### src/hdl/spm_pkg.sv
// Shared constants and types for the self-programming flash controller
package spm_pkg;
	// Control/status bit positions
	localparam int READY_IRQ_ENABLE_BIT    = 7;
	localparam int RW_SECTION_BUSY_BIT     = 6;
	localparam int SIGNATURE_READ_BIT      = 5;
	localparam int RW_SECTION_REENABLE_BIT = 4;
	localparam int BOOT_LOCK_SET_BIT       = 3;
	localparam int PAGE_WRITE_CMD_BIT      = 2;
	localparam int PAGE_ERASE_CMD_BIT      = 1;
	localparam int STORE_PROG_ENABLE_BIT   = 0;
	localparam logic [7:0] CSR_RESET       = 8'h00;
	// Accepted command patterns on bits 5:0; bit 5 marks the signature read
	localparam logic [5:0] PAT_SIG    = 6'h21;
	localparam logic [5:0] PAT_REEN   = 6'h11;
	localparam logic [5:0] PAT_LOCK   = 6'h09;
	localparam logic [5:0] PAT_WRITE  = 6'h05;
	localparam logic [5:0] PAT_ERASE  = 6'h03;
	localparam logic [5:0] PAT_FILL   = 6'h01;
	// Command window lengths in cycles
	localparam logic [2:0] STORE_WINDOW = 3'h4;
	localparam logic [2:0] LOAD_WINDOW  = 3'h3;
	// Geometry: largest variant, 16-bit word counter
	localparam int PAGE_WORDS    = 128;
	localparam int WORD_BITS     = 7;
	localparam int PAGE_BITS     = 9;
	localparam int PAGE_BITS_32K = 8;
	localparam logic [15:0] NO_RW_START     = 16'hF000;
	localparam logic [15:0] RW_END          = 16'hEFFF;
	localparam logic [14:0] NO_RW_START_32K = 15'h7000;
	localparam logic [14:0] RW_END_32K      = 15'h6FFF;
	// Boot reset addresses per fuse code 11/10/01/00
	localparam logic [15:0] BOOT_ADDR_11 = 16'hFE00;
	localparam logic [15:0] BOOT_ADDR_10 = 16'hFC00;
	localparam logic [15:0] BOOT_ADDR_01 = 16'hF800;
	localparam logic [15:0] BOOT_ADDR_00 = 16'hF000;
	// Flash operation time, in ns, and derived cycles at 50 MHz
	localparam int CLK_PERIOD_NS = 20;
	localparam int PROG_TIME_NS  = 2000;
	localparam int PROG_CYCLES   = (PROG_TIME_NS + CLK_PERIOD_NS - 1) / CLK_PERIOD_NS;
	// APB register offsets
	localparam logic [7:0] OFS_CMD    = 8'h00;
	localparam logic [7:0] OFS_STATUS = 8'h04;
	localparam logic [7:0] OFS_RESULT = 8'h08;
	localparam int SIGNATURE_DEFAULT = 8'h5A; // arbitrary value
endpackage

### src/hdl/spm_if.sv
// Interface between the core-side issuer and the flash controller
`timescale 1ns/1ps
`default_nettype none
interface spm_if;
	logic        csrWrite;    // write control/status
	logic [7:0]  csrWdata;
	logic [7:0]  csrRdata;
	logic        globalIe;    // core global interrupt flag
	logic        storeInstr;  // store-program instruction, one cycle
	logic        loadInstr;   // load-program instruction, one cycle
	logic [16:0] pointer;
	logic [7:0]  dataLow;
	logic [7:0]  dataHigh;
	logic [7:0]  loadData;
	logic        loadValid;
	logic        coreHalt;
	logic        readyIrq;
	modport device (input csrWrite, csrWdata, globalIe, storeInstr, loadInstr, pointer, dataLow, dataHigh,
		output csrRdata, loadData, loadValid, coreHalt, readyIrq);
	modport core (output csrWrite, csrWdata, globalIe, storeInstr, loadInstr, pointer, dataLow, dataHigh,
		input csrRdata, loadData, loadValid, coreHalt, readyIrq);
endinterface
`default_nettype wire

### src/hdl/self_program_flash_control.sv
// Device end: self-programming flash controller with page buffer
// Behaviour
// - Boot fuses pick boot size and start
// - Words below F000 (7000 on the smaller variant) are read-while-write section
// - Page from pointer 16:8, word 7:1
// - Smaller variant uses pointer 15:8 pages
// - Pages hold 128 words; index zero
// - Pointer bit 0 selects load byte
// - Ready interrupt while enable bit clear
// - Erase/write to section sets busy flag
// - Busy clears on re-enable or fill
// - Signature read; store then does nothing
// - Re-enable only after programming done
// - Re-enable during fill clears the fill flag; buffer contents kept
// - Lock-set programs boot lock bits
// - Lock-set load reads lock or fuse
// - Page write from buffer, auto-clear
// - Page erase, auto-clear
// - Halt core for protected-section page programming
// - Plain enable fills buffer word
// - Enable lasts four cycles or operation
// - Only six command patterns are accepted
// - One store operation at a time
//
// Chosen here: the APB register port and the address map.
`timescale 1ns/1ps
`default_nettype none
module self_program_flash_control (
	input  wire logic        mclk,
	input  wire logic        rst,
	input  wire logic        clkEn,
	spm_if.device            core,
	input  wire logic        bootSizeFuseHi,
	input  wire logic        bootSizeFuseLo,
	input  wire logic        smallVariant,
	input  wire logic [7:0]  fuseByte,
	output logic [15:0]      bootResetAddr,
	output logic [15:0]      appSectionEnd,
	output logic             rwSectionBlocked,
	output logic [7:0]       bootLockBits,
	output logic [7:0]       bufWord0Low,
	output logic             flashWrite,
	output logic             flashErase,
	output logic [8:0]       flashPage
);
	typedef enum {IDLE, PROG} op_state_type;
	op_state_type     state,        next_state;
	logic [7:0]       csr,          next_csr;
	logic [2:0]       storeWin,     next_storeWin;
	logic [2:0]       loadWin,      next_loadWin;
	logic [15:0]      progCount,    next_progCount;
	logic             haltTarget,   next_haltTarget;
	logic             halt,         next_halt;
	logic [15:0]      appEnd,       next_appEnd;
	logic             filling,      next_filling;
	logic [7:0]       lockBits,     next_lockBits;
	logic [7:0]       loadData,     next_loadData;
	logic             loadValid,    next_loadValid;
	logic [15:0]      bootAddr,     next_bootAddr;
	logic [8:0]       page,         next_page;
	logic             doWrite,      next_doWrite;
	logic             doErase,      next_doErase;
	logic             readyIrq,     next_readyIrq;
	logic [15:0]      pageBuf [0:spm_pkg::PAGE_WORDS-1];
	logic [15:0]      flashMem [0:255];

	// Page number from pointer for either variant
	function automatic logic [8:0] page_of(input logic [16:0] z, input logic isSmall);
		page_of = isSmall ? {1'b0, z[15:8]} : z[16:8];
	endfunction

	// Page lies in the no-read-while-write section
	function automatic logic in_no_rw(input logic [8:0] pg, input logic isSmall);
		in_no_rw = isSmall ? ({pg[7:0], 7'h00} >= spm_pkg::NO_RW_START_32K)
			: ({pg, 7'h00} >= spm_pkg::NO_RW_START);
	endfunction

	// Next-state logic for the command sequencer
	always_comb begin
		next_state      = state;
		next_csr        = csr;
		next_storeWin   = storeWin;
		next_loadWin    = loadWin;
		next_progCount  = progCount;
		next_haltTarget = haltTarget;
		next_filling    = filling;
		next_lockBits   = lockBits;
		next_loadData   = loadData;
		next_loadValid  = 1'b0;
		next_page       = page;
		next_doWrite    = 1'b0;
		next_doErase    = 1'b0;
		case ({bootSizeFuseHi, bootSizeFuseLo})
			2'b11: next_bootAddr = spm_pkg::BOOT_ADDR_11;
			2'b10: next_bootAddr = spm_pkg::BOOT_ADDR_10;
			2'b01: next_bootAddr = spm_pkg::BOOT_ADDR_01;
			default: next_bootAddr = spm_pkg::BOOT_ADDR_00;
		endcase
		// Registered so the end address comes straight off a flip-flop
		next_appEnd = next_bootAddr - 16'h0001;
		// Window countdowns; on store-window expiry command bits drop
		if (state == IDLE && storeWin != 3'h0) begin
			next_storeWin = storeWin - 3'h1;
			if (storeWin == 3'h1)
				next_csr[5:0] = 6'h00;
		end
		if (loadWin != 3'h0)
			next_loadWin = loadWin - 3'h1;
		// Software write: ignored while programming is busy
		if (core.csrWrite && state == IDLE) begin
			next_csr[spm_pkg::READY_IRQ_ENABLE_BIT] = core.csrWdata[spm_pkg::READY_IRQ_ENABLE_BIT];
			if (core.csrWdata[spm_pkg::RW_SECTION_REENABLE_BIT] && filling)
				next_filling = 1'b0;
			case (core.csrWdata[5:0])
				spm_pkg::PAT_SIG, spm_pkg::PAT_REEN, spm_pkg::PAT_LOCK,
				spm_pkg::PAT_WRITE, spm_pkg::PAT_ERASE, spm_pkg::PAT_FILL: begin
					next_csr[5:0] = core.csrWdata[5:0];
					next_storeWin = spm_pkg::STORE_WINDOW;
					next_loadWin  = spm_pkg::LOAD_WINDOW;
				end
				default: ;
			endcase
		end
		if (core.loadInstr && loadWin != 3'h0 && csr[0]) begin
			next_loadValid = 1'b1;
			if (csr[spm_pkg::SIGNATURE_READ_BIT])
				next_loadData = spm_pkg::SIGNATURE_DEFAULT[7:0];
			else if (csr[spm_pkg::BOOT_LOCK_SET_BIT])
				next_loadData = core.pointer[0] ? fuseByte : lockBits;
		end
		case (state)
			IDLE: begin
				if (core.storeInstr && storeWin != 3'h0 && csr[0]) begin
					next_storeWin = 3'h0;
					next_csr[5:0] = 6'h00;
					if (csr[spm_pkg::SIGNATURE_READ_BIT]) begin
					end else if (csr[spm_pkg::RW_SECTION_REENABLE_BIT]) begin
						next_csr[spm_pkg::RW_SECTION_BUSY_BIT] = 1'b0;
					end else if (csr[spm_pkg::BOOT_LOCK_SET_BIT]) begin
						next_lockBits = core.dataLow;
					end else if (csr[2] | csr[1]) begin
						// page erase or page write
						// Page latched only here, so ignored stores leave it alone
						next_page       = page_of(core.pointer, smallVariant);
						next_haltTarget = in_no_rw(page_of(core.pointer, smallVariant), smallVariant);
						if (!in_no_rw(page_of(core.pointer, smallVariant), smallVariant))
							next_csr[spm_pkg::RW_SECTION_BUSY_BIT] = 1'b1;
						next_csr[2:0]  = csr[2:0];
						next_progCount = 16'(spm_pkg::PROG_CYCLES);
						next_doWrite   = csr[2];
						next_doErase   = csr[1];
						next_filling   = 1'b0;
						next_state     = PROG;
					end else begin
						next_filling = 1'b1;
						next_csr[spm_pkg::RW_SECTION_BUSY_BIT] = 1'b0;
					end
				end
			end
			PROG: begin
				if (progCount == 16'h0001) begin
					next_csr[2:0] = 3'h0;
					next_state    = IDLE;
				end
				next_progCount = progCount - 16'h0001;
			end
			default: next_state = IDLE;
		endcase
		next_readyIrq = next_csr[spm_pkg::READY_IRQ_ENABLE_BIT] && core.globalIe && !next_csr[0];
		// halt registered from the next state
		next_halt = (next_state == PROG) && next_haltTarget;
	end

	// Registers; reset cancels windows and commands
	always_ff @(posedge mclk or posedge rst) begin
		if (rst) begin
			state      <= IDLE;
			csr        <= spm_pkg::CSR_RESET;
			storeWin   <= 3'h0;
			loadWin    <= 3'h0;
			progCount  <= 16'h0000;
			haltTarget <= 1'b0;
			halt       <= 1'b0;
			appEnd     <= 16'h0000;
			filling    <= 1'b0;
			lockBits   <= 8'hFF;
			loadData   <= 8'h00;
			loadValid  <= 1'b0;
			bootAddr   <= 16'h0000;
			page       <= 9'h000;
			doWrite    <= 1'b0;
			doErase    <= 1'b0;
			readyIrq   <= 1'b0;
		end else if (clkEn) begin
			state      <= next_state;
			csr        <= next_csr;
			storeWin   <= next_storeWin;
			loadWin    <= next_loadWin;
			progCount  <= next_progCount;
			haltTarget <= next_haltTarget;
			halt       <= next_halt;
			appEnd     <= next_appEnd;
			filling    <= next_filling;
			lockBits   <= next_lockBits;
			loadData   <= next_loadData;
			loadValid  <= next_loadValid;
			bootAddr   <= next_bootAddr;
			page       <= next_page;
			doWrite    <= next_doWrite;
			doErase    <= next_doErase;
			readyIrq   <= next_readyIrq;
		end
	end

	// Buffer and array storage; no reset, contents are data
	always_ff @(posedge mclk) begin
		if (clkEn && state == IDLE && core.storeInstr && storeWin != 3'h0 && csr[5:0] == spm_pkg::PAT_FILL)
			pageBuf[core.pointer[7:1]] <= {core.dataHigh, core.dataLow};
		if (clkEn && doWrite)
			flashMem[page[7:0]] <= pageBuf[0];
	end

	// Outputs straight from flip-flops
	assign core.csrRdata  = csr;
	assign core.loadData  = loadData;
	assign core.loadValid = loadValid;
	assign core.coreHalt  = halt;
	assign core.readyIrq  = readyIrq;
	assign bootResetAddr    = bootAddr;
	assign appSectionEnd    = appEnd;
	assign rwSectionBlocked = csr[spm_pkg::RW_SECTION_BUSY_BIT];
	assign bootLockBits     = lockBits;
	assign bufWord0Low      = pageBuf[0][7:0];
	assign flashWrite       = doWrite;
	assign flashErase       = doErase;
	assign flashPage        = page;
endmodule
`default_nettype wire

### src/flat_wrapper.sv
// flat-port wrapper written by rule: the top's interface ports become plain ports
module self_program_flash_control_flat 
  (mclk, rst, clkEn, bootSizeFuseHi, bootSizeFuseLo, smallVariant, fuseByte, bootResetAddr, appSectionEnd, rwSectionBlocked, bootLockBits, bufWord0Low, flashWrite, flashErase, flashPage, core_csrWrite, core_csrWdata, core_globalIe, core_storeInstr, core_loadInstr, core_pointer, core_dataLow, core_dataHigh, core_csrRdata, core_loadData, core_loadValid, core_coreHalt, core_readyIrq);
  spm_if core_i ();
  input  wire logic mclk;
  input  wire logic rst;
  input  wire logic clkEn;
  input  wire logic bootSizeFuseHi;
  input  wire logic bootSizeFuseLo;
  input  wire logic smallVariant;
  input  wire logic [7:0] fuseByte;
  output logic [15:0] bootResetAddr;
  output logic [15:0] appSectionEnd;
  output logic rwSectionBlocked;
  output logic [7:0] bootLockBits;
  output logic [7:0] bufWord0Low;
  output logic flashWrite;
  output logic flashErase;
  output logic [8:0] flashPage;
  input wire logic [$bits(core_i.csrWrite)-1:0] core_csrWrite;
  input wire logic [$bits(core_i.csrWdata)-1:0] core_csrWdata;
  input wire logic [$bits(core_i.globalIe)-1:0] core_globalIe;
  input wire logic [$bits(core_i.storeInstr)-1:0] core_storeInstr;
  input wire logic [$bits(core_i.loadInstr)-1:0] core_loadInstr;
  input wire logic [$bits(core_i.pointer)-1:0] core_pointer;
  input wire logic [$bits(core_i.dataLow)-1:0] core_dataLow;
  input wire logic [$bits(core_i.dataHigh)-1:0] core_dataHigh;
  output wire logic [$bits(core_i.csrRdata)-1:0] core_csrRdata;
  output wire logic [$bits(core_i.loadData)-1:0] core_loadData;
  output wire logic [$bits(core_i.loadValid)-1:0] core_loadValid;
  output wire logic [$bits(core_i.coreHalt)-1:0] core_coreHalt;
  output wire logic [$bits(core_i.readyIrq)-1:0] core_readyIrq;
  assign core_i.csrWrite = core_csrWrite;
  assign core_i.csrWdata = core_csrWdata;
  assign core_i.globalIe = core_globalIe;
  assign core_i.storeInstr = core_storeInstr;
  assign core_i.loadInstr = core_loadInstr;
  assign core_i.pointer = core_pointer;
  assign core_i.dataLow = core_dataLow;
  assign core_i.dataHigh = core_dataHigh;
  assign core_csrRdata = core_i.csrRdata;
  assign core_loadData = core_i.loadData;
  assign core_loadValid = core_i.loadValid;
  assign core_coreHalt = core_i.coreHalt;
  assign core_readyIrq = core_i.readyIrq;
  self_program_flash_control u_core (.mclk(mclk), .rst(rst), .clkEn(clkEn), .core(core_i), .bootSizeFuseHi(bootSizeFuseHi), .bootSizeFuseLo(bootSizeFuseLo), .smallVariant(smallVariant), .fuseByte(fuseByte), .bootResetAddr(bootResetAddr), .appSectionEnd(appSectionEnd), .rwSectionBlocked(rwSectionBlocked), .bootLockBits(bootLockBits), .bufWord0Low(bufWord0Low), .flashWrite(flashWrite), .flashErase(flashErase), .flashPage(flashPage));
endmodule
### config.mk
export PLATFORM = sky130hd
export DESIGN_NAME = self_program_flash_control_flat
export DESIGN_NICKNAME = d
export VERILOG_FILES = /design/src/hdl/spm_pkg.sv /design/src/hdl/spm_if.sv /design/src/hdl/self_program_flash_control.sv /design/src/flat_wrapper.sv
export SDC_FILE = /design/constraint.sdc
export NUM_CORES = 1
export LEC_CHECK = 0
export ABC_AREA = 1
export BUFFER_PORTS_ARGS = -buffer_cell sky130_fd_sc_hd__buf_2
export CAP_MARGIN = 20
export CELL_PAD_IN_SITES_DETAIL_PLACEMENT = 0
export CELL_PAD_IN_SITES_GLOBAL_PLACEMENT = 1
export CORE_MARGIN = 3
export CORE_UTILIZATION = 42
export DETAILED_ROUTE_END_ITERATION = 12
export PLACE_DENSITY_LB_ADDON = 0.1
export SLEW_MARGIN = 20
export SYNTH_ARGS = -nofsm -noshare
export SYNTH_HDL_FRONTEND = slang
export SYNTH_SLANG_ARGS = --single-unit
### constraint.sdc
create_clock -name mclk -period 10.3 [get_ports mclk]
set_clock_uncertainty 0.15 [all_clocks]
set_input_delay 1.545 -clock mclk [delete_from_list [all_inputs] [get_ports mclk]]
set_output_delay 1.545 -clock mclk [all_outputs]
set_load 0.05 [all_outputs]
==> summary.txt <==
Synth
  – Compound-Gate Fraction of Synth Area: 7.07%
  – Async SR Flop Fraction: between 90% and 100%
  – Synth top area share: 42.7%
  – Post-synthesis mux area share: 0%
  – Post-synthesis simple-gate area fraction: 28.5%
  – Main combinational cell family by area after synthesis: simple AND/OR/NAND/NOR gates
  – Syn. warnings: 0
  – Adder-cell area share of the yosys netlist: 1.62%
  – Dominant synthesized flop cell: dfrtp_1
  – XOR/XNOR Fraction of Synth Area: around 1.6%
  – #FFs+latches synth: 108
  – Synth cell types: 38
  – Synth area leaders: dfrtp_1 (43%), nand2_1 (12%), nor2_1 (6.7%)
  – Sequential share of the synthesized area: 51.0%
  – Post-Syn Area: 0.00540 mm2
  – Synthesized instance count: 650
  – Synth area leader: dfrtp_1
  – EDFF count, synth: 8
  – Syn avg cell area: 8.30 um2

Power
  – Logic pwr share: 37.0%
  – Switch share: 42.1%
  – Switching pwr: 637 uW
  – Clock power frac: 24.0%
  – Pint: 876 uW
  – Peak supply drop: 77.1 uV
  – Sequential share of power: 39.0%
  – P_leak: 3.24 nW
  – PwrDens: 241 mW/mm2

Critical path
  – Setup crit start kind: input pin
  – CP Capture Type: register
  – Critical path data required time: approximately 10000 ps
  – Critical path data arrival time: 3760 ps
  – Maximum fanout along the worst path: 57
  – Setup CP Type: input pin to register
  – FF-to-FF setup slack: 7700 ps

STA
  – Max-slew violations: 0
  – Worst-Margin Slew: 953 ps
  – Slew margin rel.: a little over a third
  – Fmax: 273 MHz
  – RSZ-0062 raised after global routing: no
  – Crit share post-route: 35.5%
  – Final worst setup slack: 6640 ps
  – Final Hold Fails: 0
  – Setup violators final: 0
  – Min Tclk post-route: around 3700 ps
  – Final setup TNS: 0 ps

Global route
  – Largest net degree at the start of global routing: 76
  – Initial antenna violation count: 0
  – Residual overflow from global routing: 0
  – Tot GR Track Use: 17.4%
  – Vias in the first global route: 4107
  – First-pass GRT wire length: 20200 um

CTS
  – Clock Pin Slew Worst Setup and Hold Paths: 70 ps
  – CTS Buf Count: 9
  – Clock Sinks: 108
  – Post-CTS Setup Inserts: 0
  – Worst-Skew Late Latency: 360 ps
  – Hold_buf cts: 0
  – CTS tree: built
  – CTS root buf: clkbuf_16
  – CTS resizes: 0
  – Longest Clk Path Bufs: 2
  – Number of H-tree levels: 3

Cells and area
  – Share of layout cells above drive strength 1: around 25%
  – Nets: between 800 and 900
  – # diodes: 0
  – Multi-input gate area: 0.00213 mm2
  – FF/Latch Area: 0.00275 mm2
  – Post-route cell area: 0.00628 mm2
  – Filler Cell Count: between 1k and 1.5k
  – Syn-to-layout area delta: 16.4%

Detailed routing
  – Via density: 4.68
  – Routed Antenna Nets: 0
  – Routed vias: 4323
  – DRC Markers: 0
  – Drt first pass iters: 4
  – WL/cell: ~13 um
  – Iteration-0 DRC Markers: 315
  – Final WL: roughly 12000 um

Place
  – Area after DPL: around 0.0060 mm2
  – Port Buffers: between 100 and 150
  – Post-DP HPWL: 8800 um
  – Routability cong.: 0.798
  – Pre-CTS WS: between 6000 and 7000 ps

Floorplanning
  – # IOs: 138
  – Initial Util: approximately 44%
  – Core area: 0.0123 mm2
  – Die Y-Extent: 119 um
  – Die width: 119 um
  – Die area: 0.0142 mm2
  – Row cnt: 40

Flow run
  – Number of max-cap violations: 0

Outcome
  – Status: finished clean

Hold path
  – Hold Path Class: register to register
path summary, 6_finish.rpt:
check	start	end	cells after the start
min in group asynchronous	rst	u_core.core.csrRdata[7]	2
max in group asynchronous	rst	u_core.state[2]	3
hold reg to reg	u_core.core.loadValid	u_core.core.loadValid	2
setup reg to reg	u_core.storeWin[0]	u_core.core.coreHalt	13
setup / recovery	clkEn	u_core.core.loadData[5]	8
hold / removal	u_core.core.loadValid	u_core.core.loadValid	2
state kept, by name, summed over array words and instances, names as in the netlist:
name	cells
u_core.state	32
u_core.flashPage	9
u_core.pageBuf	8
u_core.core.loadData	8
u_core.loadWin	3
u_core.storeWin	3
u_core.core.csrRdata	8
u_core.core.loadValid	1
u_core.bootLockBits	8
u_core.core.coreHalt	1
u_core.bootResetAddr	3
u_core.appSectionEnd	4
u_core.flashWrite	1
u_core.core.readyIrq	1
u_core.progCount	16
u_core.flashErase	1
u_core.haltTarget	1
layer usage:
layer / part of all wire, % / global-route usage [%] / vias to the layer above
met5: 0 / 0 / -
met4: 1.1 / 5.37 / 0
met3: 6.1 / 4.46 / 11
met2: 46 / 27.4 / 109
met1: 47 / 23.5 / 1996
li1: - / - / 2207
cell usage in the layout, fill, tap and decap left out, drive strengths merged:
master,instances
or2,10
buf,122
clkinvlp,1
dfrtp,92
o211ai,2
nor2,107
nor4,3
edfxtp,8
nand3,37
clkbuf,9
a31oi,7
xor2,10
ha,7
dfstp,8
clkinv,1
nand4,4
a21oi,8
o41ai,1
nor3,10
o21a,5
bufinv,1
inv,74
nand3b,1
o21ai,36
o22ai,3
nand2,179
conb,9
worst max-delay path: stages:
cell     delay, ps
buf_2           80
buf_4          460
inv_1          400
nor2_1         280
nand3_1        140
nor2_2         510
o21ai_0        190
o21a_1         140
synth_stat cells (all sizes together), types with 8 or more instances:
cell and instances:
dfstp 8, nor3 10, o21ai 36, inv 70, dfrtp 92, nor2 107, or2 10, buf 35
xor2 10, a21oi 8, edfxtp 8, nand3 37, nand2 179
cells by family (layout without fill, tap and decap cells):
kind of cell	count (synthesis)	count (layout)
AND/OR/NAND/NOR	351	351
buffers and inverters	111	208
flip-flops	108	108
AO/OA/AOI/OAI	62	62
XOR/XNOR	10	10
adder cells (fa/ha/maj)	7	7
other	1	9
power groups by stage:
stage	Sequential (mW)	Combinational, mW	Clock [mW]
floorplan	0.726	0.310	0
global placement	0.595	0.555	0
detailed placement	0.598	0.563	0
CTS	0.591	0.564	0.371
global route	0.604	0.622	0.389
finish	0.591	0.559	0.363
per-stage QoR:
| step | std cells | utilization [%] | hold slack [ps] | power (mW) |
|---|---|---|---|---|
| final | 923 | 51.2 | 331 | 1.51 |
| after global routing | 923 | 51.2 | 344 | 1.62 |
| after CTS | 923 | 51.2 | 331 | 1.53 |
| after detailed placement | 907 | 48.7 | 314 | 1.16 |
| after global placement | 907 | 48.7 | 310 | 1.15 |
| after floorplan | 658 | - | 308 | 1.04 |
layout make-up:
cell class              count  share of cell area [%]
inverters                  70                    4.22
well taps                 168                    3.35
multi-input cells         439                    33.9
repair buffers            122                    9.84
clock inverters             7                    1.29
flip-flops and latches    108                    43.8
clock buffers               9                    3.58
Power figures use the tool's default switching activity.
